--- config.mk ---
export PLATFORM = sky130hd
export DESIGN_NAME = alsel_top
export DESIGN_NICKNAME = d
export VERILOG_FILES = /design/src/core/alsel_pkg.sv /design/src/core/alsel_top.sv
export VERILOG_INCLUDE_DIRS = /design/src /design/src/core
export SDC_FILE = /design/constraint.sdc
export NUM_CORES = 1
export LEC_CHECK = 0
export BUFFER_PORTS_ARGS = -buffer_cell sky130_fd_sc_hd__buf_2
export CELL_PAD_IN_SITES_DETAIL_PLACEMENT = 0
export CELL_PAD_IN_SITES_GLOBAL_PLACEMENT = 1
export CORE_MARGIN = 10
export CORE_UTILIZATION = 53
export CTS_BUF_LIST = sky130_fd_sc_hd__clkbuf_16
export DETAILED_ROUTE_END_ITERATION = 10
export HOLD_SLACK_MARGIN = 0.15
export PLACE_DENSITY_LB_ADDON = 0.1
export SETUP_SLACK_MARGIN = 0.02
export SYNTH_ARGS = -nofsm -noshare
export SYNTH_HDL_FRONTEND = slang
export SYNTH_SLANG_ARGS = --single-unit
--- constraint.sdc ---
create_clock -name CLK -period 6.02 [get_ports CLK]
set_clock_uncertainty 0.1 [all_clocks]
set_input_delay 0.301 -clock CLK [delete_from_list [all_inputs] [get_ports CLK]]
set_output_delay 0.301 -clock CLK [all_outputs]
set_load 0.1 [all_outputs]
--- src/core/alsel_defs.svh ---
// register offsets, field positions, reset values and timing counts for the alarm/select block
// assumes inclusion by the top module only; alsel_pkg does not include it
`ifndef ALSEL_DEFS_SVH
`define ALSEL_DEFS_SVH
`define ALSEL_OFF_STATUS 8'h4F
`define ALSEL_OFF_SELECT 8'h50
`define ALSEL_OFF_CTRL 8'h60
`define ALSEL_OFF_SEQ 8'h61
`define ALSEL_OFF_DATA0 8'h70
`define ALSEL_STATUS_RST 16'h0000
`define ALSEL_SELECT_RST 16'h0000
`define ALSEL_CTRL_RST 16'h0000
`define ALSEL_SELECT_MASK 16'h7FFF
`define ALSEL_BIT_A_UNDER 8
`define ALSEL_BIT_A_OVER 7
`define ALSEL_BIT_B_UNDER 6
`define ALSEL_BIT_B_OVER 5
`define ALSEL_BIT_A_FAULT 4
`define ALSEL_BIT_B_FAULT 3
`define ALSEL_BIT_OVERHEAT 2
`define ALSEL_SEL_IN0 14
`define ALSEL_SEL_IN1 13
`define ALSEL_SEL_DIFF01 12
`define ALSEL_SEL_IN2 11
`define ALSEL_SEL_IN3 10
`define ALSEL_SEL_DIFF23 9
`define ALSEL_CTRL_A_EN 0
`define ALSEL_CTRL_B_EN 1
`define ALSEL_CTRL_LT_EN 2
`define ALSEL_CTRL_HOLD_OFF 3
`define ALSEL_CTRL_START 4
`define ALSEL_TRIP_DEGC 12'sd150
`define ALSEL_HYST_DEGC 12'sd8
`define ALSEL_RELEASE_DEGC (`ALSEL_TRIP_DEGC - `ALSEL_HYST_DEGC)
`define ALSEL_CONSEC_N 4'd4
`endif

--- src/core/alsel_pkg.sv ---
// types shared by the alarm/select block
package alsel_pkg;
    typedef enum logic [1:0] {
        ALSEL_IDLE = 2'b00,
        ALSEL_SCAN = 2'b01,
        ALSEL_WAIT = 2'b10
    } alsel_state_e;
    typedef logic [3:0] alsel_slot_t;
endpackage

--- src/core/alsel_top.sv ---
// alarm status word, input selection word and conversion sequencer, Wishbone classic slave
// assumes the converter and sensor front ends answer on CLK; pins pass two flip-flops first
//
// Summary of operation
// - status bit 8 shows remote sensor A below its low bound.
// - status bit 7 shows remote sensor A above its high bound.
// - status bit 6 shows remote sensor B below its low bound.
// - status bit 5 shows remote sensor B above its high bound.
// - status bit 4 shows remote sensor A open or shorted.
// - status bit 3 shows remote sensor B open or shorted.
// - sensor A flags are evaluated only while sensor A is enabled.
// - sensor B flags are evaluated only while sensor B is enabled.
// - status bit 2 sets when die temperature reaches 150 degrees.
// - die alarm releases only 8 degrees below the trip point.
// - die alarm stays zero while the on-chip sensor is disabled.
// - status bits 1, 0 and select bit 15 read zero, ignore writes.
// - selected inputs convert in order from bit 14 down to bit 0.
// - single-ended results go to their own data register, straight binary.
// - pair zero/one converts in0 minus in1 into data 0, twos complement.
// - pair two/three converts in2 minus in3 into data 2, twos complement.
// - bits 14 or 13 set make inputs 0/1 single-ended and ignore bit 12.
// - bits 11 or 10 set make inputs 2/3 single-ended and ignore bit 9.
// - a remote sensor alarm sets only after N consecutive out-of-range checks.
// - latched alarms hold until condition ends and status is read.
// - with hold-off set, remote sensor alarms clear as soon as the condition ends.
`timescale 1ns/1ns
`include "alsel_defs.svh"
module alsel_top
    import alsel_pkg::*;
(
    // clock and reset
    input wire logic CLK,
    input wire logic NRST,
    // wishbone classic slave
    input wire logic WB_CYC_I,
    input wire logic WB_STB_I,
    input wire logic WB_WE_I,
    input wire logic [7:0] WB_ADR_I,
    input wire logic [3:0] WB_SEL_I,
    input wire logic [31:0] WB_DAT_I,
    output logic [31:0] WB_DAT_O,
    output logic WB_ACK_O,
    // sensor condition pins, one check per SENSE_STROBE; die temperature checked every clock
    input wire logic SENSE_STROBE,
    input wire logic A_UNDER,
    input wire logic A_OVER,
    input wire logic A_FAULT,
    input wire logic B_UNDER,
    input wire logic B_OVER,
    input wire logic B_FAULT,
    input wire logic [11:0] DIE_TEMP,
    // converter handshake
    output logic CONV_START,
    output logic [3:0] CONV_POS,
    output logic [3:0] CONV_NEG,
    output logic CONV_DIFF,
    input wire logic CONV_DONE,
    input wire logic [11:0] CONV_RESULT,
    // status of sequencer
    output logic SEQ_BUSY
);
    // two-flop synchronisers for pin inputs
    logic [6:0] pin_s1_q, pin_s2_q;
    logic [11:0] temp_s1_q, temp_s2_q, temp_s3_q;
    logic temp_steady;
    always_ff @(posedge CLK or negedge NRST) begin
        if (!NRST) begin
            pin_s1_q <= 7'h00;
            pin_s2_q <= 7'h00;
        end else begin
            pin_s1_q <= {SENSE_STROBE, B_FAULT, B_OVER, B_UNDER, A_FAULT, A_OVER, A_UNDER};
            pin_s2_q <= pin_s1_q;
        end
    end
    // the temperature word crosses with no handshake: a value is used only once two
    // successive synchronised samples agree, so a word caught mid-change never trips
    always_ff @(posedge CLK or negedge NRST) begin
        if (!NRST) begin
            temp_s1_q <= 12'h000;
            temp_s2_q <= 12'h000;
            temp_s3_q <= 12'h000;
        end else begin
            temp_s1_q <= DIE_TEMP;
            temp_s2_q <= temp_s1_q;
            temp_s3_q <= temp_s2_q;
        end
    end
    assign temp_steady = temp_s2_q == temp_s3_q;

    // bus decode; ack is registered, so the strobe still held in the ack cycle is masked
    // and a request is taken exactly once
    logic [31:0] dat_d, dat_q;
    logic ack_d, ack_q;
    logic bus_req, wr_sel, wr_ctl, rd_status;
    logic [15:0] sel_d, sel_q, ctl_d, ctl_q;
    logic [15:0] status_word;
    logic [15:0] data_q [0:12];
    alsel_state_e st_d, st_q;
    logic [3:0] slot_d, slot_q;
    assign bus_req = WB_CYC_I && WB_STB_I && !ack_q;
    assign wr_sel = bus_req && WB_WE_I && WB_ADR_I == `ALSEL_OFF_SELECT;
    assign wr_ctl = bus_req && WB_WE_I && WB_ADR_I == `ALSEL_OFF_CTRL;
    assign rd_status = bus_req && !WB_WE_I && WB_ADR_I == `ALSEL_OFF_STATUS;

    function automatic logic [15:0] lane_merge(input logic [15:0] old,
                                               input logic [31:0] wd,
                                               input logic [3:0] sel);
        lane_merge = {sel[1] ? wd[15:8] : old[15:8], sel[0] ? wd[7:0] : old[7:0]};
    endfunction

    always_comb begin
        sel_d = sel_q;
        ctl_d = ctl_q;
        ctl_d[`ALSEL_CTRL_START] = 1'b0;
        if (wr_sel) begin
            sel_d = lane_merge(sel_q, WB_DAT_I, WB_SEL_I) & `ALSEL_SELECT_MASK;
        end
        if (wr_ctl) begin
            ctl_d = lane_merge(ctl_q, WB_DAT_I, WB_SEL_I) & 16'h001F;
        end
        ack_d = bus_req;
        dat_d = 32'h0000_0000;
        if (bus_req && !WB_WE_I) begin
            unique case (WB_ADR_I)
                `ALSEL_OFF_STATUS: dat_d = {16'h0000, status_word};
                `ALSEL_OFF_SELECT: dat_d = {16'h0000, sel_q};
                `ALSEL_OFF_CTRL: dat_d = {16'h0000, ctl_q};
                `ALSEL_OFF_SEQ: dat_d = {28'h0000000, slot_q};
                default: begin
                    // unmapped addresses read zero
                    if (WB_ADR_I >= `ALSEL_OFF_DATA0 && WB_ADR_I <= `ALSEL_OFF_DATA0 + 8'h0C) begin
                        dat_d = {16'h0000, data_q[4'(WB_ADR_I - `ALSEL_OFF_DATA0)]};
                    end
                end
            endcase
        end
    end

    always_ff @(posedge CLK or negedge NRST) begin
        if (!NRST) begin
            sel_q <= `ALSEL_SELECT_RST;
            ctl_q <= `ALSEL_CTRL_RST;
            ack_q <= 1'b0;
            dat_q <= 32'h0000_0000;
        end else begin
            sel_q <= sel_d;
            ctl_q <= ctl_d;
            ack_q <= ack_d;
            dat_q <= dat_d;
        end
    end
    assign WB_ACK_O = ack_q;
    assign WB_DAT_O = dat_q;

    // alarm evaluation: raw conditions gated by enables
    logic [5:0] raw_cond;
    logic a_en, b_en, lt_en, hold_off, strobe_rise, strobe_old_q;
    logic therm_d, therm_q;
    assign a_en = ctl_q[`ALSEL_CTRL_A_EN];
    assign b_en = ctl_q[`ALSEL_CTRL_B_EN];
    assign lt_en = ctl_q[`ALSEL_CTRL_LT_EN];
    assign hold_off = ctl_q[`ALSEL_CTRL_HOLD_OFF];
    // index 5..0 = status bits 8..3
    assign raw_cond = {pin_s2_q[0] & a_en, pin_s2_q[1] & a_en,
                       pin_s2_q[3] & b_en, pin_s2_q[4] & b_en,
                       pin_s2_q[2] & a_en, pin_s2_q[5] & b_en};
    assign strobe_rise = pin_s2_q[6] && !strobe_old_q;

    // a saturated count re-sets its bit at every check while the condition lasts
    logic [3:0] cnt_d [0:5];
    logic [3:0] cnt_q [0:5];
    logic [5:0] alarm_d, alarm_q;
    genvar gi;
    generate
        for (gi = 0; gi < 6; gi++) begin : g_alarm
            always_comb begin
                cnt_d[gi] = cnt_q[gi];
                alarm_d[gi] = alarm_q[gi];
                if (strobe_rise) begin
                    if (!raw_cond[gi]) begin
                        cnt_d[gi] = 4'h0;
                    end else if (cnt_q[gi] != `ALSEL_CONSEC_N) begin
                        cnt_d[gi] = cnt_q[gi] + 4'h1;
                    end
                end
                if (hold_off && !raw_cond[gi]) begin
                    alarm_d[gi] = 1'b0;
                end else if (!hold_off && rd_status && !raw_cond[gi]) begin
                    alarm_d[gi] = 1'b0;
                end
                // set only by a check; a set wins over a clear in the same cycle
                if (strobe_rise && cnt_d[gi] == `ALSEL_CONSEC_N) begin
                    alarm_d[gi] = 1'b1;
                end
            end
            always_ff @(posedge CLK or negedge NRST) begin
                if (!NRST) begin
                    cnt_q[gi] <= 4'h0;
                    alarm_q[gi] <= 1'b0;
                end else begin
                    cnt_q[gi] <= cnt_d[gi];
                    alarm_q[gi] <= alarm_d[gi];
                end
            end
        end
    endgenerate

    // the flag holds between the trip and release points, which gives the hysteresis
    always_comb begin
        therm_d = therm_q;
        if (!lt_en) begin
            therm_d = 1'b0;
        end else if (temp_steady && $signed(temp_s2_q) >= `ALSEL_TRIP_DEGC) begin
            therm_d = 1'b1;
        end else if (temp_steady && $signed(temp_s2_q) <= `ALSEL_RELEASE_DEGC) begin
            therm_d = 1'b0;
        end
    end
    always_ff @(posedge CLK or negedge NRST) begin
        if (!NRST) begin
            therm_q <= 1'b0;
        end else begin
            therm_q <= therm_d;
        end
    end
    // strobe edge detector; idles low like the pin, so no false check follows reset
    always_ff @(posedge CLK or negedge NRST) begin
        if (!NRST) begin
            strobe_old_q <= 1'b0;
        end else begin
            strobe_old_q <= pin_s2_q[6];
        end
    end

    // status word: bits 15..9 belong to other monitors, bits 1..0 are reserved
    always_comb begin
        status_word = `ALSEL_STATUS_RST;
        status_word[`ALSEL_BIT_A_UNDER] = alarm_q[5];
        status_word[`ALSEL_BIT_A_OVER] = alarm_q[4];
        status_word[`ALSEL_BIT_B_UNDER] = alarm_q[3];
        status_word[`ALSEL_BIT_B_OVER] = alarm_q[2];
        status_word[`ALSEL_BIT_A_FAULT] = alarm_q[1];
        status_word[`ALSEL_BIT_B_FAULT] = alarm_q[0];
        status_word[`ALSEL_BIT_OVERHEAT] = therm_q;
    end

    // a select write during a run changes which of the remaining slots are visited
    // conversion sequencer; slot k walks select bit 14-k
    function automatic logic slot_live(input logic [15:0] s, input logic [3:0] k);
        logic [3:0] b;
        b = 4'(14 - k);
        slot_live = s[b];
        if (b == `ALSEL_SEL_DIFF01) slot_live = s[12] && !s[14] && !s[13];
        if (b == `ALSEL_SEL_DIFF23) slot_live = s[9] && !s[11] && !s[10];
    endfunction
    function automatic logic [3:0] next_slot(input logic [15:0] s, input logic [3:0] from);
        next_slot = 4'hF;
        for (int k = 14; k >= 0; k--) begin
            if (4'(k) >= from && slot_live(s, 4'(k))) next_slot = 4'(k);
        end
    endfunction
    // channel number for the select bit that slot k walks
    function automatic logic [3:0] chan_of(input logic [3:0] k);
        logic [3:0] b;
        b = 4'(14 - k);
        if (b == 4'd14 || b == 4'd12) chan_of = 4'd0;
        else if (b == 4'd13) chan_of = 4'd1;
        else if (b == 4'd11 || b == 4'd9) chan_of = 4'd2;
        else if (b == 4'd10) chan_of = 4'd3;
        else chan_of = 4'(12 - b);
    endfunction

    logic start_d, start_q, busy_d, busy_q, diff_d, diff_q;
    logic [3:0] pos_d, pos_q, neg_d, neg_q;
    always_comb begin
        st_d = st_q;
        slot_d = slot_q;
        start_d = 1'b0;
        pos_d = pos_q;
        neg_d = neg_q;
        diff_d = diff_q;
        unique case (st_q)
            ALSEL_IDLE: begin
                if (ctl_q[`ALSEL_CTRL_START] && next_slot(sel_q, 4'h0) != 4'hF) begin
                    slot_d = next_slot(sel_q, 4'h0);
                    st_d = ALSEL_SCAN;
                end
            end
            ALSEL_SCAN: begin
                diff_d = (4'(14 - slot_q) == 4'd12) || (4'(14 - slot_q) == 4'd9);
                pos_d = chan_of(slot_q);
                neg_d = diff_d ? 4'(chan_of(slot_q) + 4'd1) : 4'h0;
                start_d = 1'b1;
                st_d = ALSEL_WAIT;
            end
            ALSEL_WAIT: begin
                if (CONV_DONE) begin
                    if (slot_q == 4'd14 || next_slot(sel_q, 4'(slot_q + 4'd1)) == 4'hF) begin
                        st_d = ALSEL_IDLE;
                    end else begin
                        slot_d = next_slot(sel_q, 4'(slot_q + 4'd1));
                        st_d = ALSEL_SCAN;
                    end
                end
            end
            default: st_d = ALSEL_IDLE;
        endcase
        busy_d = st_d != ALSEL_IDLE;
    end
    always_ff @(posedge CLK or negedge NRST) begin
        if (!NRST) begin
            st_q <= ALSEL_IDLE;
            slot_q <= 4'h0;
            start_q <= 1'b0;
            busy_q <= 1'b0;
            pos_q <= 4'h0;
            neg_q <= 4'h0;
            diff_q <= 1'b0;
        end else begin
            st_q <= st_d;
            slot_q <= slot_d;
            start_q <= start_d;
            busy_q <= busy_d;
            pos_q <= pos_d;
            neg_q <= neg_d;
            diff_q <= diff_d;
        end
    end

    // result storage: binary zero-extended, differential sign-extended
    logic [15:0] data_d [0:12];
    always_comb begin
        data_d = data_q;
        if (st_q == ALSEL_WAIT && CONV_DONE) begin
            if (diff_q) begin
                data_d[pos_q] = {{4{CONV_RESULT[11]}}, CONV_RESULT};
            end else begin
                data_d[pos_q] = {4'h0, CONV_RESULT};
            end
        end
    end
    always_ff @(posedge CLK or negedge NRST) begin
        if (!NRST) begin
            for (int i = 0; i < 13; i++) data_q[i] <= 16'h0000;
        end else begin
            data_q <= data_d;
        end
    end

    assign CONV_START = start_q;
    assign CONV_POS = pos_q;
    assign CONV_NEG = neg_q;
    assign CONV_DIFF = diff_q;
    assign SEQ_BUSY = busy_q;
endmodule

After elaboration in Yosys (flattened, before gate mapping)
Index checks and enable logic that the tools add are counted.

cells by class
  $add $sub $neg = 11
  $lt $le $gt $ge = 22
  equality and inequality tests = 33
  muxes and demuxes = 128
  bitwise operators = 8
  reductions and logical operators = 85

operators by type and width
  kind                                                                 number
  bitwise mux 208 bit                                                  2
  2-to-1 mux 4 bit                                                     70
  2-to-1 mux 208 bit                                                   1
  one-hot mux 32 bit (4 select lines)                                  1
  binary-select mux 16 bit (select 4 bit)                              1
  demux 16 bit (select 4 bit)                                          1
  2-to-1 mux 16 bit                                                    4
  logical AND 1 bit                                                    54
  2-to-1 mux 1 bit                                                     41
  adder 4 x 1 -> 4 bit (second input constant)                         8
  equality test 4 bit (second input constant)                          8
  equality test 8 x 7 -> 1 bit (second input constant)                 4
  2-to-1 mux 32 bit                                                    1
  greater-or-equal comparator 4 bit (first input constant)             7
  equality test 4 x 3 -> 1 bit (second input constant)                 6
  != test 4 x 3 -> 1 bit (second input constant)                       6
  nonzero test 3 bit                                                   6
  greater-or-equal comparator 3 x 4 -> 1 bit (first input constant)    4
  logical NOT 1 bit                                                    14
  equality test 12 bit                                                 1
  greater-or-equal comparator 12 x 9 -> 1 bit (second input constant)  1
  less-or-equal comparator 12 x 9 -> 1 bit (second input constant)     1
  greater-or-equal comparator 5 bit (second input constant)            2
  2-to-1 mux 5 bit                                                     2
  22 further kinds                                                     41

word-level totals
  register bits after elaboration = 360
  input port bits = 81
  output and inout port bits = 44
  word-level logic and storage cells = 332

Longest topological paths before layout
  word-level depth = 35
  depth in mapped cells = 10
  gate-level depth less buffers = 10

Worst setup path before layout
Ideal clock, no wire load.

  path kind = register -> register
  from = register slot_q[0]
  to = register slot_q[2]
  library setup time = 0.125 ns
  arrival time = 2.667 ns
  data required time = 5.795 ns
  path slack = 3.128 ns
  cell stages (with the launch flop) = 11
  period minus slack after synthesis = 2.892 ns
  cell sequence = dfrtp_1 -> ha_1 -> buf_4 -> xnor2_2 -> and2_1 -> o21ai_1 -> nand4_1 -> or4_1 -> nor3_2 -> o21ai_4 -> mux2_4

on the way
  cells in the longest elaborated chain, start to end = 24

RTL lines
  item                                  line                                text
  start, declared                       alsel_top.sv:99                     logic [3:0] slot_d, slot_q;
  start signal, assigned                alsel_top.sv:321                    slot_q <= slot_d;
  adder 4 x 1 -> 4 bit                  alsel_top.sv:298, alsel_top.sv:301
  greater-or-equal comparator 4 bit     alsel_top.sv:259                    if (4'(k) >= from && slot_live(s, 4'(k))) next_slot = 4'(k);
  logical AND 1 bit                     alsel_top.sv:259
  2-to-1 mux 1 bit                      alsel_top.sv:259
  2-to-1 mux 4 bit (14 in a row)        alsel_top.sv:259
  2-to-1 mux 4 bit                      alsel_top.sv:297                    if (CONV_DONE) begin
  2-to-1 mux 4 bit                      alsel_top.sv:282                    unique case (st_q)
  equality test 4 bit                   alsel_top.sv:298                    if (slot_q == 4'd14 || next_slot(sel_q, 4'(slot_q + 4'd1)) == 4'hF) begin
  logical OR 1 bit                      alsel_top.sv:298
  != test 2 bit (no source line)        n/a
  AND reduction 4 bit (no source line)  n/a

Several ways; a longest one is shown, not always the timed one. The select of a mux whose other input is x is not followed.
A chain may end at the register's enable or synchronous reset.

Worst setup path in the final report
  from = register slot_q[0]
  to = register slot_q[3]

Same word-level chain as after synthesis.

==> results by group <==
Status
  • Status: finished clean

Synth
  • Number of synthesized flops with an enable pin: 0
  • FFs w/ async S/R, synth: 1.00
  • Post-Syn Instances: 1099
  • Synth Flop Type: dfrtp_1
  • Flops & latches, synth: 305
  • Netlist cell types: 65
  • Post-Syn Area: 14000 um2
  • Synthesized area per cell: around 13 um2
  • Register area share after synthesis: 0.546
  • YS warnings: 0

Clock tree
  • CTS tree: done
  • Clk buf depth: 3
  • Clock insertion delay at the later pin of the skew report: 0.55 ns
  • Post_cts resized: 0
  • CTS sink cnt: just over 300
  • H-tree Lvls: 1
  • Clock Pin Slew Worst Setup and Hold Paths: 0.06 ns
  • Number of buffers created by CTS: 31
  • Post-CTS Setup Inserts: 0
  • Root Buffer: clkbuf_16

Drt
  • Post-DR vias/cell: approximately 5.6
  • Initial DRT Pass Iterations: 4
  • Drt drc: 0
  • Initial drt markers: 623
  • Final wirelength: 32.4 mm
  • Routed len/inst: 20.5 um
  • Number of routed nets with antenna violations: 0
  • Vias post-DR: 8931

Final layout
  • Layout Nets: 1324
  • Share of layout cells above drive strength 1: 0.308
  • Synthesis-to-finish area growth: 15.7%
  • Commonest cells after routing, fill and taps aside: 305 x dfrtp_1, 181 x mux2_2, 88 x buf_2
  • Share of the core filled with cells: 0.622
  • Most common cell after layout, fill and taps aside: dfrtp_1
  • Fillers: 2076
  • FF+latch area: 7630 um2
  • Area of the multi-input gates: just under 6000 um2
  • # diodes: 0

Global route
  • Grt ovf: 0
  • Initial antenna violation count: 0
  • Vias in the first global route: ~9300
  • GRT Util Overall: 0.196
  • Pin count of the biggest net entering global routing: 131
  • First-pass GRT wire length: 52.7 mm

Setup path
  • CP Data Required Time: 6.36 ns
  • Crit. End Element: flop
  • Critical path data arrival time: 3.75 ns
  • CP max FO: 11
  • CP startpoint kind: flop
  • Worst Setup Path Type: flop to flop
  • Worst R2R Setup Slack: approximately 2.6 ns

Timing
  • Final setup TNS: 0 ns
  • Worst rel slew slack: 0.344
  • Slew Limit Fails: 0
  • Final hold violation count: 0
  • Pin slew with the least headroom to its limit: just under 1 ns
  • Final worst-path cycle share: 0.567
  • Fmax: 0.293 GHz
  • Unrepaired setup endpoints after global routing: false
  • # setup viols final: 0
  • Minimum clock period: 3.41 ns

Die
  • Height of the die: 182 um
  • Area of the die: 33200 um2
  • Ports: between 100 and 150
  • DIE WIDTH: 182 um
  • Initial Util: 0.537
  • Core Region: 26000 um2
  • Rows: 59

Power
  • Peak supply drop: 0.226 mV
  • Leak Pwr: 7.77 nW
  • Pwr dens: 268 nW/um2

Placement
  • Port-buffer cells: 89
  • Gpl congestion: 0.825
  • Post-DP HPWL: 21.3 mm

Hold path
  • HP Class: input pin to flop

Job
  • Max-Cap Viols: 0
power by group:
| group | internal [mW] | switching, mW |
|---|---|---|
| clock network | 1.10 | 0.779 |
| registers | 2.08 | 0.0258 |
| logic | 0.111 | 0.227 |
repair_timing:
item                       CTS  global route
setup endpoints to repair    0             0
hold buffers                52             0
hold endpoints to repair   302             0
final cells by class:
class | count | share of cell area
Multi-Input combinational cell | 704 | 0.367
Tap cell | 335 | 0.0259
Clock buffer | 31 | 0.0480
Sequential cell | 305 | 0.473
Inverter | 30 | 0.00697
Clock inverter | 25 | 0.0130
Timing Repair Buffer | 152 | 0.0663
synth_stat cells, types with 11 or more instances:
library cell    n  area, um2
ha_1           19        238
mux4_2         44        991
mux2i_1        11        110
clkbuf_1       44        165
nand3_1        15       75.1
a22oi_1        15        113
a21oi_1        32        160
o21ai_0        73        365
xor2_1         12        105
nor2b_1        13       81.3
nand2b_1       15       93.8
mux2_2        181       2040
buf_4          17        128
nor3_1         16       80.1
and3_1         13       81.3
inv_1          30        113
dfrtp_1       305       7630
nand2_1        66        248
nor2_1         59        221
through the flow:
| stage | power [mW] | instances | hold slack [ns] | setup slack (ns) | instance area (um2) |
|---|---|---|---|---|---|
| 3_5_place_dp | 2.46 | 1474 | 0.235 | 2.67 | 14600 |
| 3_3_place_gp | 2.46 | 1474 | 0.232 | 2.70 | 14600 |
| 2_1_floorplan | 2.35 | 1114 | -0.0946 | 3.13 | 14000 |
| 5_1_grt | 4.49 | 1582 | 0.250 | 2.37 | 16200 |
| 6_report | 4.32 | 1582 | 0.229 | 2.61 | 16200 |
| 4_1_cts | 4.37 | 1582 | 0.212 | 2.65 | 16200 |
per-layer routing:
| layer | global-route usage | wire [um] |
|---|---|---|
| met3 | 0.0326 | 1450 |
| met5 | 0 | 0 |
| met1 | 0.269 | 14900 |
| met2 | 0.320 | 15500 |
| met4 | 0.0430 | 606 |
path summary, 6_finish.rpt:
path / startpoint / end / cells after the start
setup / recovery: slot_q[0] / slot_q[3] / 9
hold / removal: WB_SEL_I[1] / sel_q[10] / 4
setup reg to reg: slot_q[0] / slot_q[3] / 9
hold reg to reg: temp_s1_q[10] / temp_s2_q[10] / 0
max in group asynchronous: NRST / CONV_NEG[0] / 3
min in group asynchronous: NRST / async pin / 2
worst max-delay path, cell delays in order (launching register included):
cell and delay [ns]:
dfrtp_1 0.62, ha_1 0.46, xor2_2 0.35, nand2_1 0.17
o21ai_1 0.18, o311ai_0 0.18, a2111oi_2 0.54, nor3_2 0.11
o21ai_4 0.25, mux2_4 0.33
cell families (layout without fill, tap and decap cells):
logic type,Yosys count,count (layout),synth area share
xor+xnor,17,17,0.0123
simple gates,236,236,0.0824
flops,305,305,0.546
other cells,1,16,0.000269
fa+ha+maj,19,19,0.0170
buf+inv,105,238,0.0345
mux,238,238,0.227
compound gates,178,178,0.0801
(Power assumes the default switching activity.)
